$ cat config.mk
export PLATFORM = sky130hd
export DESIGN_NAME = usb_pipe_buffer_ready_irq
export DESIGN_NICKNAME = d
export VERILOG_FILES = /design/src/include/pipe_ready_pkg.sv /design/src/design/pipe_ready_trigger.sv /design/src/design/pipe_read_complete.sv /design/src/design/usb_pipe_buffer_ready_irq.sv
export SDC_FILE = /design/constraint.sdc
export NUM_CORES = 1
export LEC_CHECK = 0
export ABC_AREA = 1
export ABC_CLOCK_PERIOD_IN_PS = 1500
export BUFFER_PORTS_ARGS = -buffer_cell sky130_fd_sc_hd__buf_2
export CORE_UTILIZATION = 45
export CTS_CLUSTER_SIZE = 8
export DETAILED_ROUTE_END_ITERATION = 8
export HOLD_SLACK_MARGIN = 0.06
export PLACE_DENSITY = 0.82
export SKIP_LAST_GASP = 1
export SLEW_MARGIN = 5
export SYNTH_ARGS = -nofsm -noshare
export SYNTH_HDL_FRONTEND = slang
export SYNTH_SLANG_ARGS = --single-unit
export TNS_END_PERCENT = 5
$ cat constraint.sdc
create_clock -name clock_i -period 1.5 [get_ports clock_i]
set_clock_uncertainty 0.15 [all_clocks]
set_input_delay 0.375 -clock clock_i [delete_from_list [all_inputs] [get_ports clock_i]]
set_output_delay 0.375 -clock clock_i [all_outputs]
set_load 0.02 [all_outputs]
$ cat src/include/pipe_ready_pkg.sv
package pipe_ready_pkg;
   // Pipe count and index of the default control pipe
   localparam int NUM_PIPES = 10;
   localparam int CTRL_PIPE_IDX = 0;
   // Reset values of status state
   localparam logic FLAG_RESET = 1'h0;
   localparam logic SUMMARY_RESET = 1'h0;
   // Mode codes formed from {status_linking_select, read_complete_select}
   localparam logic [1:0] MODE_PORT = 2'h0;
   localparam logic [1:0] MODE_READ_DONE = 2'h1;
   localparam logic [1:0] MODE_LINKED = 2'h2;
   // Width of the per-pipe transfer-end tracker
   localparam int END_STATE_W = 2;
endpackage : pipe_ready_pkg

$ cat src/design/pipe_ready_trigger.sv
`timescale 1ns/1ps
`default_nettype none
// Port-accessible trigger detection for one pipe
module pipe_ready_trigger
(
   input wire logic clock_i,
   input wire logic reset_n_i,
   input wire logic is_ctrl_pipe_i,
   input wire logic dir_tx_i,
   input wire logic func_mode_i,
   input wire logic status_stage_i,
   input wire logic buf_ready_i,
   input wire logic tx_done_i,
   input wire logic rx_done_i,
   input wire logic rx_toggle_bad_i,
   input wire logic cpu_side_done_i,
   input wire logic other_buf_ok_i,
   input wire logic auto_clear_wr_i,
   output logic trigger_o
);
   logic dir_q;
   logic trig;

   // Direction history for the receive-to-transmit edge
   always_ff @(posedge clock_i or negedge reset_n_i)
   begin
      if (!reset_n_i)
         dir_q <= 1'h0;
      else
         dir_q <= dir_tx_i;
   end

   // Transmit and receive trigger sources
   always_comb
   begin
      trig = 1'b0;
      if (dir_tx_i)
      begin
         if (!dir_q)
            trig = 1'b1;
         if (tx_done_i && !buf_ready_i)
            trig = 1'b1;
         // A swap only counts once the CPU is done with its own buffer
         if (cpu_side_done_i && other_buf_ok_i)
            trig = 1'b1;
         if (auto_clear_wr_i && !buf_ready_i)
            trig = 1'b1;
         if (is_ctrl_pipe_i)
            trig = 1'b0;
      end
      else
      begin
         if (rx_done_i && !rx_toggle_bad_i && !buf_ready_i)
            trig = 1'b1;
         if (cpu_side_done_i && other_buf_ok_i)
            trig = 1'b1;
      end
      if (func_mode_i && status_stage_i)
         trig = 1'b0;
   end

   assign trigger_o = trig;
endmodule : pipe_ready_trigger
`default_nettype wire

$ cat src/design/pipe_read_complete.sv
`timescale 1ns/1ps
`default_nettype none
// Tracks end of transfer and full read-out for one receive pipe
module pipe_read_complete
(
   input wire logic clock_i,
   input wire logic reset_n_i,
   input wire logic enable_i,
   input wire logic rx_short_i,
   input wire logic rx_count_end_i,
   input wire logic rx_zlp_empty_i,
   input wire logic read_out_i,
   input wire logic clear_i,
   output logic done_o
);
   typedef enum logic [pipe_ready_pkg::END_STATE_W-1:0] {
      ST_IDLE = 2'h0,
      ST_ENDED = 2'h1,
      ST_HOLD = 2'h2
   } end_state_e;
   end_state_e state_q;

   // Transfer ends on short packet or counter reached; ZLP into empty done at once
   always_ff @(posedge clock_i or negedge reset_n_i)
   begin
      if (!reset_n_i)
         state_q <= ST_IDLE;
      else if (clear_i || !enable_i)
         state_q <= ST_IDLE;
      else
      begin
         unique case (state_q)
            ST_IDLE:
               if (rx_zlp_empty_i)
                  state_q <= ST_HOLD;
               else if (rx_short_i || rx_count_end_i)
                  state_q <= ST_ENDED;
            ST_ENDED:
               if (read_out_i)
                  state_q <= ST_IDLE;
            // Stays parked until the buffer is cleared for the next transfer
            ST_HOLD: state_q <= ST_HOLD;
            default: state_q <= ST_IDLE;
         endcase
      end
   end

   assign done_o = enable_i && ((state_q == ST_ENDED && read_out_i) ||
      (state_q == ST_IDLE && rx_zlp_empty_i));
endmodule : pipe_read_complete
`default_nettype wire

$ cat src/design/usb_pipe_buffer_ready_irq.sv
`timescale 1ns/1ps
`default_nettype none
module usb_pipe_buffer_ready_irq
#(
   parameter int NUM_PIPES = pipe_ready_pkg::NUM_PIPES
)
(
   input wire logic clock_i,
   input wire logic reset_n_i,
   input wire logic status_linking_select_i,
   input wire logic global_ready_irq_enable_i,
   input wire logic func_mode_i,
   input wire logic status_stage_i,
   input wire logic [NUM_PIPES-1:0] read_complete_select_i,
   input wire logic [NUM_PIPES-1:0] pipe_ready_irq_enable_i,
   input wire logic [NUM_PIPES-1:0] dir_tx_i,
   input wire logic [NUM_PIPES-1:0] buffer_access_ready_i,
   input wire logic [NUM_PIPES-1:0] tx_done_i,
   input wire logic [NUM_PIPES-1:0] rx_done_i,
   input wire logic [NUM_PIPES-1:0] rx_toggle_bad_i,
   input wire logic [NUM_PIPES-1:0] rx_short_i,
   input wire logic [NUM_PIPES-1:0] rx_count_end_i,
   input wire logic [NUM_PIPES-1:0] rx_zlp_empty_i,
   input wire logic [NUM_PIPES-1:0] read_out_i,
   input wire logic [NUM_PIPES-1:0] cpu_side_done_i,
   input wire logic [NUM_PIPES-1:0] other_buf_ok_i,
   input wire logic [NUM_PIPES-1:0] pipe_auto_clear_wr_i,
   input wire logic [NUM_PIPES-1:0] buffer_clear_bit_wr_i,
   input wire logic status_wr_i,
   input wire logic [NUM_PIPES-1:0] status_wdata_i,
   output logic [NUM_PIPES-1:0] pipe_ready_flag_o,
   output logic buffer_ready_summary_o,
   output logic irq_o
);
   logic [NUM_PIPES-1:0] flag_q;
   logic [NUM_PIPES-1:0] flag_d;
   logic [NUM_PIPES-1:0] zlp_hold_q;
   logic [NUM_PIPES-1:0] port_trig;
   logic [NUM_PIPES-1:0] done_trig;
   logic [NUM_PIPES-1:0] linked_level;
   logic summary_q;
   logic summary_d;
   logic irq_q;
   logic irq_d;

   // Mode of one pipe from the global linking bit and its read-complete bit
   function automatic logic [1:0] pipe_mode(input logic linked, input logic rdone);
      pipe_mode = {linked, rdone};
   endfunction : pipe_mode

   // Per-pipe event detection
   genvar g;
   generate
      for (g = 0; g < NUM_PIPES; g++)
      begin : gen_pipe
         pipe_ready_trigger u_trig
         (
            .clock_i(clock_i),
            .reset_n_i(reset_n_i),
            .is_ctrl_pipe_i(g == pipe_ready_pkg::CTRL_PIPE_IDX),
            .dir_tx_i(dir_tx_i[g]),
            .func_mode_i(func_mode_i),
            .status_stage_i(status_stage_i),
            .buf_ready_i(buffer_access_ready_i[g]),
            .tx_done_i(tx_done_i[g]),
            .rx_done_i(rx_done_i[g]),
            .rx_toggle_bad_i(rx_toggle_bad_i[g]),
            .cpu_side_done_i(cpu_side_done_i[g]),
            .other_buf_ok_i(other_buf_ok_i[g]),
            .auto_clear_wr_i(pipe_auto_clear_wr_i[g]),
            .trigger_o(port_trig[g])
         );
         // Read-complete tracking; transmit pipes never flag in this mode
         pipe_read_complete u_done
         (
            .clock_i(clock_i),
            .reset_n_i(reset_n_i),
            .enable_i(pipe_mode(status_linking_select_i, read_complete_select_i[g])
               == pipe_ready_pkg::MODE_READ_DONE && !dir_tx_i[g]),
            .rx_short_i(rx_short_i[g]),
            .rx_count_end_i(rx_count_end_i[g]),
            .rx_zlp_empty_i(rx_zlp_empty_i[g]),
            .read_out_i(read_out_i[g]),
            .clear_i(buffer_clear_bit_wr_i[g] || pipe_auto_clear_wr_i[g]),
            .done_o(done_trig[g])
         );
      end
   endgenerate

   // Linked-mode zero-length packet latch, cleared only by buffer clear
   always_ff @(posedge clock_i or negedge reset_n_i)
   begin
      if (!reset_n_i)
         zlp_hold_q <= '0;
      else
         zlp_hold_q <= (zlp_hold_q | rx_zlp_empty_i) & ~buffer_clear_bit_wr_i;
   end

   // Linked level: buffer status, except control pipe in transmit
   always_comb
   begin
      linked_level = buffer_access_ready_i | zlp_hold_q;
      if (dir_tx_i[pipe_ready_pkg::CTRL_PIPE_IDX])
         linked_level[pipe_ready_pkg::CTRL_PIPE_IDX] = 1'b0;
   end

   // Next flag value per mode; a set arriving with a clear wins
   always_comb
   begin
      flag_d = flag_q;
      for (int i = 0; i < NUM_PIPES; i++)
      begin
         unique case (pipe_mode(status_linking_select_i, read_complete_select_i[i]))
            pipe_ready_pkg::MODE_PORT:
            begin
               if (status_wr_i && !status_wdata_i[i])
                  flag_d[i] = 1'b0;
               if (port_trig[i])
                  flag_d[i] = 1'b1;
            end
            pipe_ready_pkg::MODE_READ_DONE:
            begin
               if (status_wr_i && !status_wdata_i[i])
                  flag_d[i] = 1'b0;
               if (done_trig[i])
                  flag_d[i] = 1'b1;
            end
            // Software writes have no effect while linked
            default: flag_d[i] = linked_level[i];
         endcase
      end
   end

   // Status flag storage
   always_ff @(posedge clock_i or negedge reset_n_i)
   begin
      if (!reset_n_i)
         flag_q <= {NUM_PIPES{pipe_ready_pkg::FLAG_RESET}};
      else
         flag_q <= flag_d;
   end

   // Summary follows enabled flags; clearing depends on linking mode
   always_comb
   begin
      summary_d = summary_q;
      if (|(flag_d & pipe_ready_irq_enable_i))
         summary_d = 1'b1;
      else if (status_linking_select_i ? (buffer_access_ready_i == '0 && zlp_hold_q == '0)
                                       : (flag_d == '0))
         summary_d = 1'b0;
      irq_d = summary_d && global_ready_irq_enable_i;
   end

   // Summary and interrupt registers
   always_ff @(posedge clock_i or negedge reset_n_i)
   begin
      if (!reset_n_i)
      begin
         summary_q <= pipe_ready_pkg::SUMMARY_RESET;
         irq_q <= 1'b0;
      end
      else
      begin
         summary_q <= summary_d;
         irq_q <= irq_d;
      end
   end

   assign pipe_ready_flag_o = flag_q;
   assign buffer_ready_summary_o = summary_q;
   assign irq_o = irq_q;

   // Per-pipe checks; every pipe is covered, not just the sampled ones
   generate
      for (genvar k = 0; k < NUM_PIPES; k++)
      begin : gen_chk

      end
   endgenerate
endmodule : usb_pipe_buffer_ready_irq
`default_nettype wire

; ---- Word level (Yosys, flattened, before mapping)
; Cells that the tools add are included.
[op_classes]
n_bitwise = 5
n_eq_ne = 50
reduce_logical = 225
muxes = 170
[op_table]
columns = op, n
row1 = 1-bit two-way mux, 110
row2 = 1-bit logical AND, 101
row3 = 2-bit two-way mux, 40
row4 = 2-bit case mux with 3 select lines, 10
row5 = 1-bit zero test, 50
row6 = "2-bit by 1-bit == test with 1-bit output, second input constant", 20
row7 = 2-bit zero test, 20
row8 = 1-bit logical OR, 40
row9 = "4-bit by 2-bit inequality test with 1-bit output, second input constant", 10
row10 = 10-bit zero test, 3
row11 = "3-bit by 2-bit inequality test with 1-bit output, second input constant", 10
row12 = 10-bit AND, 2
row13 = "2-bit == test, second input constant", 10
row14 = 10-bit OR, 2
row15 = 1-bit case mux with 2 select lines, 10
row16 = 2-bit AND reduction, 10
row17 = 10-bit inverter, 1
row18 = 10-bit OR reduction, 1
[totals]
ff_bits = 51
elab_cells = 473
output_inout_bits = 12
inputBits = 167

; ---- Logic depth before layout (Yosys ltp)
; Gate-level depths: netlist of the first run.
[depth]
ltp_word = 14
ltp_mapped = 14

; ---- Cells and area by module
; From an unflattened synthesis of the first run, not the netlist that was laid out.
[unflattened]
cells_unflattened = 549
area_unflattened_um2 = 3621.0
[by_module_without_submodules]
columns = module, instances, cells_per_inst, area_each_um2
row1 = usb_pipe_buffer_ready_irq, 1, 219, 1443.9
row2 = pipe_read_complete, 10, 17, 126.4
row3 = pipe_ready_trigger, 10, 16, 91.3

; ---- Least setup slack after synthesis of the first run
; Ideal clock, no wire load.
[synth_path]
path_kind = input to register
from = input port status_linking_select_i
to = register gen_pipe[1].u_done.state_q[0]
cell_stages = 9
setup_slack_ns = -0.154
arrival_ns = 1.385
setup_time_ns = 0.120
n_path_buf = 2
t_required_ns = 1.230
path_cell_list = buf_6 > inv_8 > buf_12 > nand3b_4 > or3_4 > nor4_4 > nand2_1 > o21ai_0 > inv_1
[synth_between]
elab_chain_cells = 6
word_cells_on_any_way = 8
[synth_lines]
columns = element, line
row1 = from (decl), usb_pipe_buffer_ready_irq.sv:10  ; input wire logic status_linking_select_i,
row2 = 2-bit by 1-bit == test with 1-bit output (*), usb_pipe_buffer_ready_irq.sv:79  ; == pipe_ready_pkg::MODE_READ_DONE && !dir_tx_i[g]),
row3 = 1-bit logical AND (*), usb_pipe_buffer_ready_irq.sv:79
row4 = 1-bit zero test (*), pipe_read_complete.sv:28  ; else if (clear_i || !enable_i)
row5 = 1-bit logical OR (*), pipe_read_complete.sv:28
row6 = 4-bit by 2-bit inequality test with 1-bit output (no source line) or 3-bit by 2-bit inequality test with 1-bit output (tied branches), -
row7 = 2-bit AND reduction (no source line), -
row8 = to (signal assigned), pipe_read_complete.sv:27  ; state_q <= ST_IDLE;
row9 = to (signal assigned), pipe_read_complete.sv:29  ; state_q <= ST_IDLE;
row10 = to (signal assigned), pipe_read_complete.sv:35  ; state_q <= ST_HOLD;
row11 = to (decl), pipe_read_complete.sv:21  ; end_state_e state_q;
; Every way passes the cells marked *; elsewhere a longest branch is shown, timed or not.
; A chain may end at the register's enable or synchronous reset.

; ---- Worst setup path in the final report of the first run
[layout_path]
from = input port status_wr_i
to = register summary_q (netlist: buffer_ready_summary_o)
[layout_between]
elab_chain_cells = 8
word_cells_on_any_way = 56
[layout_lines]
columns = element, line
row1 = from (decl), usb_pipe_buffer_ready_irq.sv:29  ; input wire logic status_wr_i,
row2 = 1-bit logical AND, "usb_pipe_buffer_ready_irq.sv:116, usb_pipe_buffer_ready_irq.sv:123"
row3 = 1-bit two-way mux, "usb_pipe_buffer_ready_irq.sv:116, usb_pipe_buffer_ready_irq.sv:123"
row4 = 1-bit two-way mux (on tied branches), "usb_pipe_buffer_ready_irq.sv:125, usb_pipe_buffer_ready_irq.sv:118"
row5 = 1-bit case mux with 2 select lines, usb_pipe_buffer_ready_irq.sv:113  ; unique case (pipe_mode(status_linking_select_i, read_complete_select_i[i]))
row6 = 10-bit zero test, usb_pipe_buffer_ready_irq.sv:150  ; : (flag_d == '0))
row7 = 1-bit two-way mux (2 in a row), usb_pipe_buffer_ready_irq.sv:149  ; else if (status_linking_select_i ? (buffer_access_ready_i == '0 && zlp_hold_q == '0)
row8 = 1-bit two-way mux (*), usb_pipe_buffer_ready_irq.sv:147  ; if (|(flag_d & pipe_ready_irq_enable_i))
row9 = net summary_d, usb_pipe_buffer_ready_irq.sv:42  ; logic summary_d;
row10 = to (signal assigned), usb_pipe_buffer_ready_irq.sv:160  ; summary_q <= pipe_ready_pkg::SUMMARY_RESET;
row11 = to (signal assigned), usb_pipe_buffer_ready_irq.sv:165  ; summary_q <= summary_d;
row12 = to (decl), usb_pipe_buffer_ready_irq.sv:41  ; logic summary_q;
; Mark *: on every way through the listed nets, which the timed path passes. The rest lies on a longest branch.

==> results of run 1 <==
flip-flops by register name, indices dropped and copies added (netlist names):
name and flops:
gen_pipe.u_trig.dir_q 9, gen_pipe.u_done.state_q 20, zlp_hold_q 10, irq_o 1
pipe_ready_flag_o 10, buffer_ready_summary_o 1
worst paths after layout:
path	endpoint	slack (ns)	from
worst min register to register	gen_pipe[0].u_done.state_q[1]	0.35	gen_pipe[0].u_done.state_q[0]
max in group asynchronous	gen_pipe[2].u_done.state_q[1]	0.53	reset_n_i
worst min-delay path	zlp_hold_q[2]	0.07	buffer_clear_bit_wr_i[2]
worst max register to register	buffer_ready_summary_o	-0.06	gen_pipe[8].u_done.state_q[0]
min in group asynchronous	zlp_hold_q[8]	0.42	reset_n_i
worst max-delay path	buffer_ready_summary_o	-0.06	status_wr_i
kinds of logic after synthesis:
group,count (synthesis),share of synthesized area
buf+inv,72,0.0967
flops,51,0.398
simple gates,273,0.378
compound gates,71,0.128
metal layers:
metal	vias up	track usage	share of wire
met4	0	0.117	0.025
li1	1981	-	-
met3	27	0.0457	0.061
met5	-	0	0
met2	163	0.524	0.53
met1	1768	0.302	0.39
stage by stage:
stage	hold slack [ns]	setup WS, ns	instance area, µm²	power [mW]	instances
after floorplan	-0.0706	-0.154	3210	1.85	467
after global placement	0.239	-0.387	4550	2.29	785
after detailed placement	0.242	-0.404	4550	2.32	785
after CTS	0.0625	-0.0639	4690	3.20	797
after global routing	0.0674	-0.206	4810	3.40	802
final	0.0726	-0.0625	4810	3.22	802
layout make-up:
class,count,share of cell area
repair buffers,234,0.280
multi-input cells,344,0.352
clock buffers,8,0.0208
inverters,68,0.0554
repair inverters,1,0.00156
well taps,96,0.0250
flip-flops and latches,51,0.265
power breakdown:
part           switching, mW  internal [mW]  total, mW
Sequential            0.0334           1.44       1.47
Clock                  0.458          0.422      0.880
Combinational          0.462          0.405      0.867
critical path, delay by kind of cell:
family                 cells  cell delay [ns]
AND/OR/NAND/NOR            8             0.62
AO/OA/AOI/OAI              2             0.33
buffers and inverters      2             0.28
synthesized netlist by cell type (all sizes together) (2+ instances only):
cell      n  area (µm²)
nand2   116         448
nor2     87         332
inv      67         259
dfrtp    51        1280
nand3    38         195
o21ai    34         170
a21oi    22         125
nor4     14         103
a21boi    7        52.6
nor3      7        35.0
nand3b    6        57.6
buf       4        47.5
nand4     3        25.0
a31oi     2        12.5
o211a     2        20.0
what timing repair did:
action | CTS | global route
endpoints found under the setup margin | 2 | 11
hold buffers | 4 | 1
gates resized for setup | 1 | 28
gates cloned | 0 | 1
hold endpoints to repair | 54 | 1
setup buffers | 0 | 3
pin swaps | 0 | 16
==> summary.md, run 1 <==
| Metric | Value |
|---|---|
| CTS sink cnt | 51 |
| Routed vias | between 3,000 and 4,000 |
| WL final | a little over 10,000 µm |
| Largest net degree at the start of global routing | 52 |
| Async S/R FF share, synth | 1.00 |
| WL per Instance | 12.7 µm |
| First-pass GRT wire length | 16,200 µm |
| Power per cell area | 670 mW/mm² |
| GP Congestion | just over 0.8 |
| Number of library cell types mapped by synthesis | 33 |
| Startpoint types | input port |
| Syn avg cell area | between 6 and 7 µm² |
| Vias in the first global route | about 4,000 |
| Actual slew at the worst max-slew pin | 0.352 ns |
| Sequential element share of the synthesized area | 0.398 |
| Max-slew violations | 0 |
| P_leak | ~2.7 nW |
| Setup WS post-layout | -0.0625 ns |
| Most common cell after layout, fill and taps aside | buf_2 |
| Max clock buf depth | 2 |
| Reg2Reg Depth | 11 |
| Multi-input gate area | between 0.0015 and 0.002 mm² |
| CP cell instances | buf_6 -> clkinvlp_4 -> o21ai_2 -> nand2_1 -> a21oi_2 -> nand2_2 -> nor2_2 -> nand3_2 -> nor2_2 -> nand2_1 -> nand2_1 -> nand2_1 |
| Register area | between 0.001 and 0.0015 mm² |
| Violated checks | negative setup slack |
| Cell Area, Synth | roughly 0.0032 mm² |
| Post-synth EDFFs | 0 |
| Crit path max fanout | 5 |
| Number of diodes | 0 |
| Detail Route Antenna Nets | 0 |
| Final nets | between 800 and 900 |
| Worst-path clk slew | 0.09 ns |
| 1st-iter DRT viols | between 100 and 150 |
| Period Utilization, post-route | 1.04 |
| CP Capture Type | flip-flop |
| Data arrival, critical path | between 1.5 and 2 ns |
| CTS tree | built |
| Peak Freq | approximately 0.64 GHz |
| CTS root buf | clkbuf_8 |
| Setup CP Type | in -> reg |
| Overflow after GRT | 0 |
| Fin util | 0.704 |
| Worst Hold Class | in -> reg |
| Setup TNS | -0.112 ns |
| Required @ worst endpoint | approximately 1.6 ns |
| Final setup viols | 2 |
| Detailed Place HPWL | a little over 8000 µm |
| Filler cells | between 500 and 600 |
| Commonest cells after routing, fill and taps aside | buf_2, nand2_1, nor2_1, inv_1 |
| Fraction of layout cells with a size suffix above 1 | 0.384 |
| Post-Synthesis Cells | approximately 470 |
| I/O Buffers | between 150 and 200 |
| Pre-antenna DRT Iters | 4 |
| CP max stage cell | clkinvlp_4 |
| Hold Violations, Final | 0 |
| Seq cells post-synth | 51 |
| Max-cap viol count | 0 |
| Worst-Skew Late Latency | 0.31 ns |
| Synthesized Nets | 634 |
| # rows | 30 |
| RSZ-0062 raised after global routing | true |
| Effective utilization at floorplan | 0.470 |
| DR DRC count | 0 |
| Status | finished with violations |
| Maximum vdd drop | slightly below 0.0005 V |
| Final min period | ~1.6 ns |
| Layout area overhead | 49.8% |
| Die width | 86.5 µm |
| Dominant synthesized flop cell | dfrtp_1 |
| Worst path most repeated cell | nand2_1 |
| Die Area | approximately 0.0075 mm² |
| Die extent in y | 86.5 µm |
| Initial antenna violation count | 0 |
| Max_slew headroom | 0.763 |
| Crit path largest cell delay | roughly 0.18 ns |
| Hold Crit Depth | 2 |
| Num CTS Buffers | 5 |
| Synth warn | 0 |
| Top Ports | approximately 180 |
| Vias per cell | 4.91 |
| Core area | roughly 0.007 mm² |
| Htree depth | 2 |
| Total Routing Usage GR | 0.276 |
Note: power is estimated with default switching activity, not from simulation.
==> run 2, diff against run 1 <==
Settings changed: CELL_PAD_IN_SITES_DETAIL_PLACEMENT set to 0, CELL_PAD_IN_SITES_GLOBAL_PLACEMENT set to 2, CORE_UTILIZATION 45 to 23, CTS_BUF_LIST set to sky130_fd_sc_hd__clkbuf_2 sky130_fd_sc_hd__clkbuf_4 sky130_fd_sc_hd__clkbuf_8, PLACE_DENSITY 0.82 to 0.84.
==> summary.md, run 2 (synthesized netlist as in run 1, its figures left out) <==
| Metric | Value |
|---|---|
| Biggest register | gen_pipe.u_done.state_q |
| Post-place setup slack | -0.393 ns (+0.0104 ns) |
| Total power | 3.24 mW (+0.55%) |
| Worst-path clk slew | 0.09 ns (about the same) |
| Largest net degree at the start of global routing | 29 (-44%) |
| Maximum vdd drop | 0.000403 V (-16%) |
| Crit path max fanout | 5 (unchanged) |
| Crit path largest cell delay | 0.17 ns (about the same) |
| CTS tree | built |
| Final nets | 903 (+3.6%) |
| RSZ-0062 raised after global routing | true |
| Die Area | 0.0144 mm² (+93%) |
| Layout area overhead | 61.6% |
| Die width | 120 µm (+39%) |
| Core area | 0.0134 mm² (+96%) |
| Reg2Reg Depth | 11 (unchanged) |
| Actual slew at the worst max-slew pin | 0.360 ns (+0.00838 ns) |
| CP cell instances | buf_4 -> clkinvlp_4 -> o21ai_1 -> nand2_1 -> a21oi_2 -> nand2_2 -> nor2_4 -> nand3_2 -> nor2_2 -> nand2_1 -> nand2_2 -> nand2_1 |
| WL per Instance | 12.3 µm (-3.0%) |
| Overflow after GRT | 0 (unchanged) |
| Setup WS post-layout | -0.0864 ns (-0.0239 ns) |
| WL final | 11,200 µm (+10%) |
| GP Congestion | 0.761 (-8.2%) |
| 1st-iter DRT viols | 88 (-27%) |
| Total Routing Usage GR | 0.158 (-0.118) |
| Data arrival, critical path | 1.64 ns (+0.03 ns) |
| Commonest cells after routing, fill and taps aside | buf_2, nand2_1, nor2_1, buf_4, inv_1 |
| Max clock buf depth | 2 (unchanged) |
| Routed vias | 3,936 (-0.076%) |
| Num CTS Buffers | 5 (unchanged) |
| Vias in the first global route | 3,834 (-3.4%) |
| Hold Crit Depth | 2 (unchanged) |
| Max-slew violations | 0 (unchanged) |
| P_leak | 2.82 nW (+5.5%) |
| Final setup viols | 2 (unchanged) |
| Hold WS | 0.0810 ns (+0.00839 ns) |
| Worst Hold Class | in -> reg |
| Worst path most repeated cell | nand2_1 |
| I/O Buffers | 177 (unchanged) |
| Initial antenna violation count | 0 (unchanged) |
| CP max stage cell | clkinvlp_4 |
| Setup TNS | -0.163 ns (-0.0507 ns) |
| Startpoint types | input port |
| Setup CP Type | in -> reg |
| Fraction of layout cells with a size suffix above 1 | 0.414 (+0.0300) |
| Max-cap viol count | 0 (unchanged) |
| Fin util | 0.387 (-0.317) |
| Most common cell after layout, fill and taps aside | buf_2 |
| CTS sink cnt | 51 (unchanged) |
| Required @ worst endpoint | 1.55 ns (about the same) |
| First-pass GRT wire length | 17,900 µm (+10%) |
| Effective utilization at floorplan | 0.239 (-0.230) |
| Status | finished with violations |
| Final min period | 1.59 ns (+0.0239 ns) |
| Number of diodes | 0 (unchanged) |
| Htree depth | 2 (unchanged) |
| # rows | 42 (+40%) |
| DP Cell Count | 877 (+12%) |
| Post-route cell area | 0.00518 mm² (+7.8%) |
| Max reg flops | 20 (unchanged) |
| Violated checks | negative setup slack |
| Power per cell area | 625 mW/mm² (-6.8%) |
| Detail Route Antenna Nets | 0 (unchanged) |
| Pre-antenna DRT Iters | 4 (unchanged) |
| Worst-Skew Late Latency | 0.32 ns (about the same) |
| Crit path launch | status_wr_i |
| CP Capture Type | flip-flop |
| CTS root buf | clkbuf_8 |
| Max_slew headroom | 0.758 (-0.00564) |
| Detailed Place HPWL | 9020 µm (+11%) |
| Reg2Reg Launch Point | gen_pipe[8].u_done.state_q[0] |
| Hold Path Origin | buffer_clear_bit_wr_i[9] |
| DP Area | 0.00474 mm² (+4.2%) |
| Peak Freq | 0.630 GHz (-1.5%) |
| Vias per cell | 4.31 (-12%) |
| DR DRC count | 0 (unchanged) |
| Top Ports | 179 (unchanged) |
| Cell Count, Final, Fillers Out | 913 (+14%) |
| Die extent in y | 120 µm (+39%) |
| Hold Violations, Final | 0 (unchanged) |
| Period Utilization, post-route | 1.06 (+0.0160) |
## run 2: report_power, final
group,leakage [nW],switching (mW),total (mW),internal (mW)
combinational,2.13,0.477,0.910,0.433
sequential,0.635,0.0310,1.47,1.44
clock,0.0491,0.491,0.858,0.366
total,2.82,0.999,3.24,2.24
## run 2: path summary, 6_finish.rpt
| kind | endpoint | slack (ns) |
|---|---|---|
| setup / recovery | buffer_ready_summary_o | -0.09 |
| hold / removal | zlp_hold_q[9] | 0.08 |
| setup reg to reg | buffer_ready_summary_o | -0.06 |
| hold reg to reg | zlp_hold_q[8] | 0.36 |
| max in group asynchronous | zlp_hold_q[7] | 0.34 |
| min in group asynchronous | gen_pipe[5].u_trig.dir_q | 0.36 |
## run 2: worst max-delay path, delay by kind of cell
kind	cells	cell delay [ns]
compound gates	2	0.31
buf+inv	2	0.29
simple gates	8	0.65
## run 2: what timing repair did
| item | CTS | global route |
|---|---|---|
| gates resized for setup | 25 | 15 |
| gates cloned | 1 | 0 |
| hold buffers | 15 | 0 |
| hold endpoints to repair | 25 | 0 |
| endpoints found under the setup margin | 2 | 10 |
| pin swaps | 20 | 14 |
| setup buffers | 10 | 2 |
## run 2: area by class of cell
| cell class | instances | area [µm²] |
|---|---|---|
| fillers | 1468 | 8220 |
| multi-input cells | 344 | 1730 |
| repair buffers | 265 | 1600 |
| flip-flops and latches | 51 | 1280 |
| inverters | 68 | 267 |
| well taps | 176 | 220 |
| clock buffers | 7 | 83.8 |
| repair inverters | 1 | 7.51 |
| clock inverters | 1 | 5.00 |
## run 2: layer usage
metal  share of wire  GRT usage  vias to the layer above
met5               0          0                        -
met4           0.026     0.0555                        0
met3           0.072     0.0409                       21
met2            0.47      0.271                      122
met1            0.43      0.190                     1746
li1                -          -                     2047
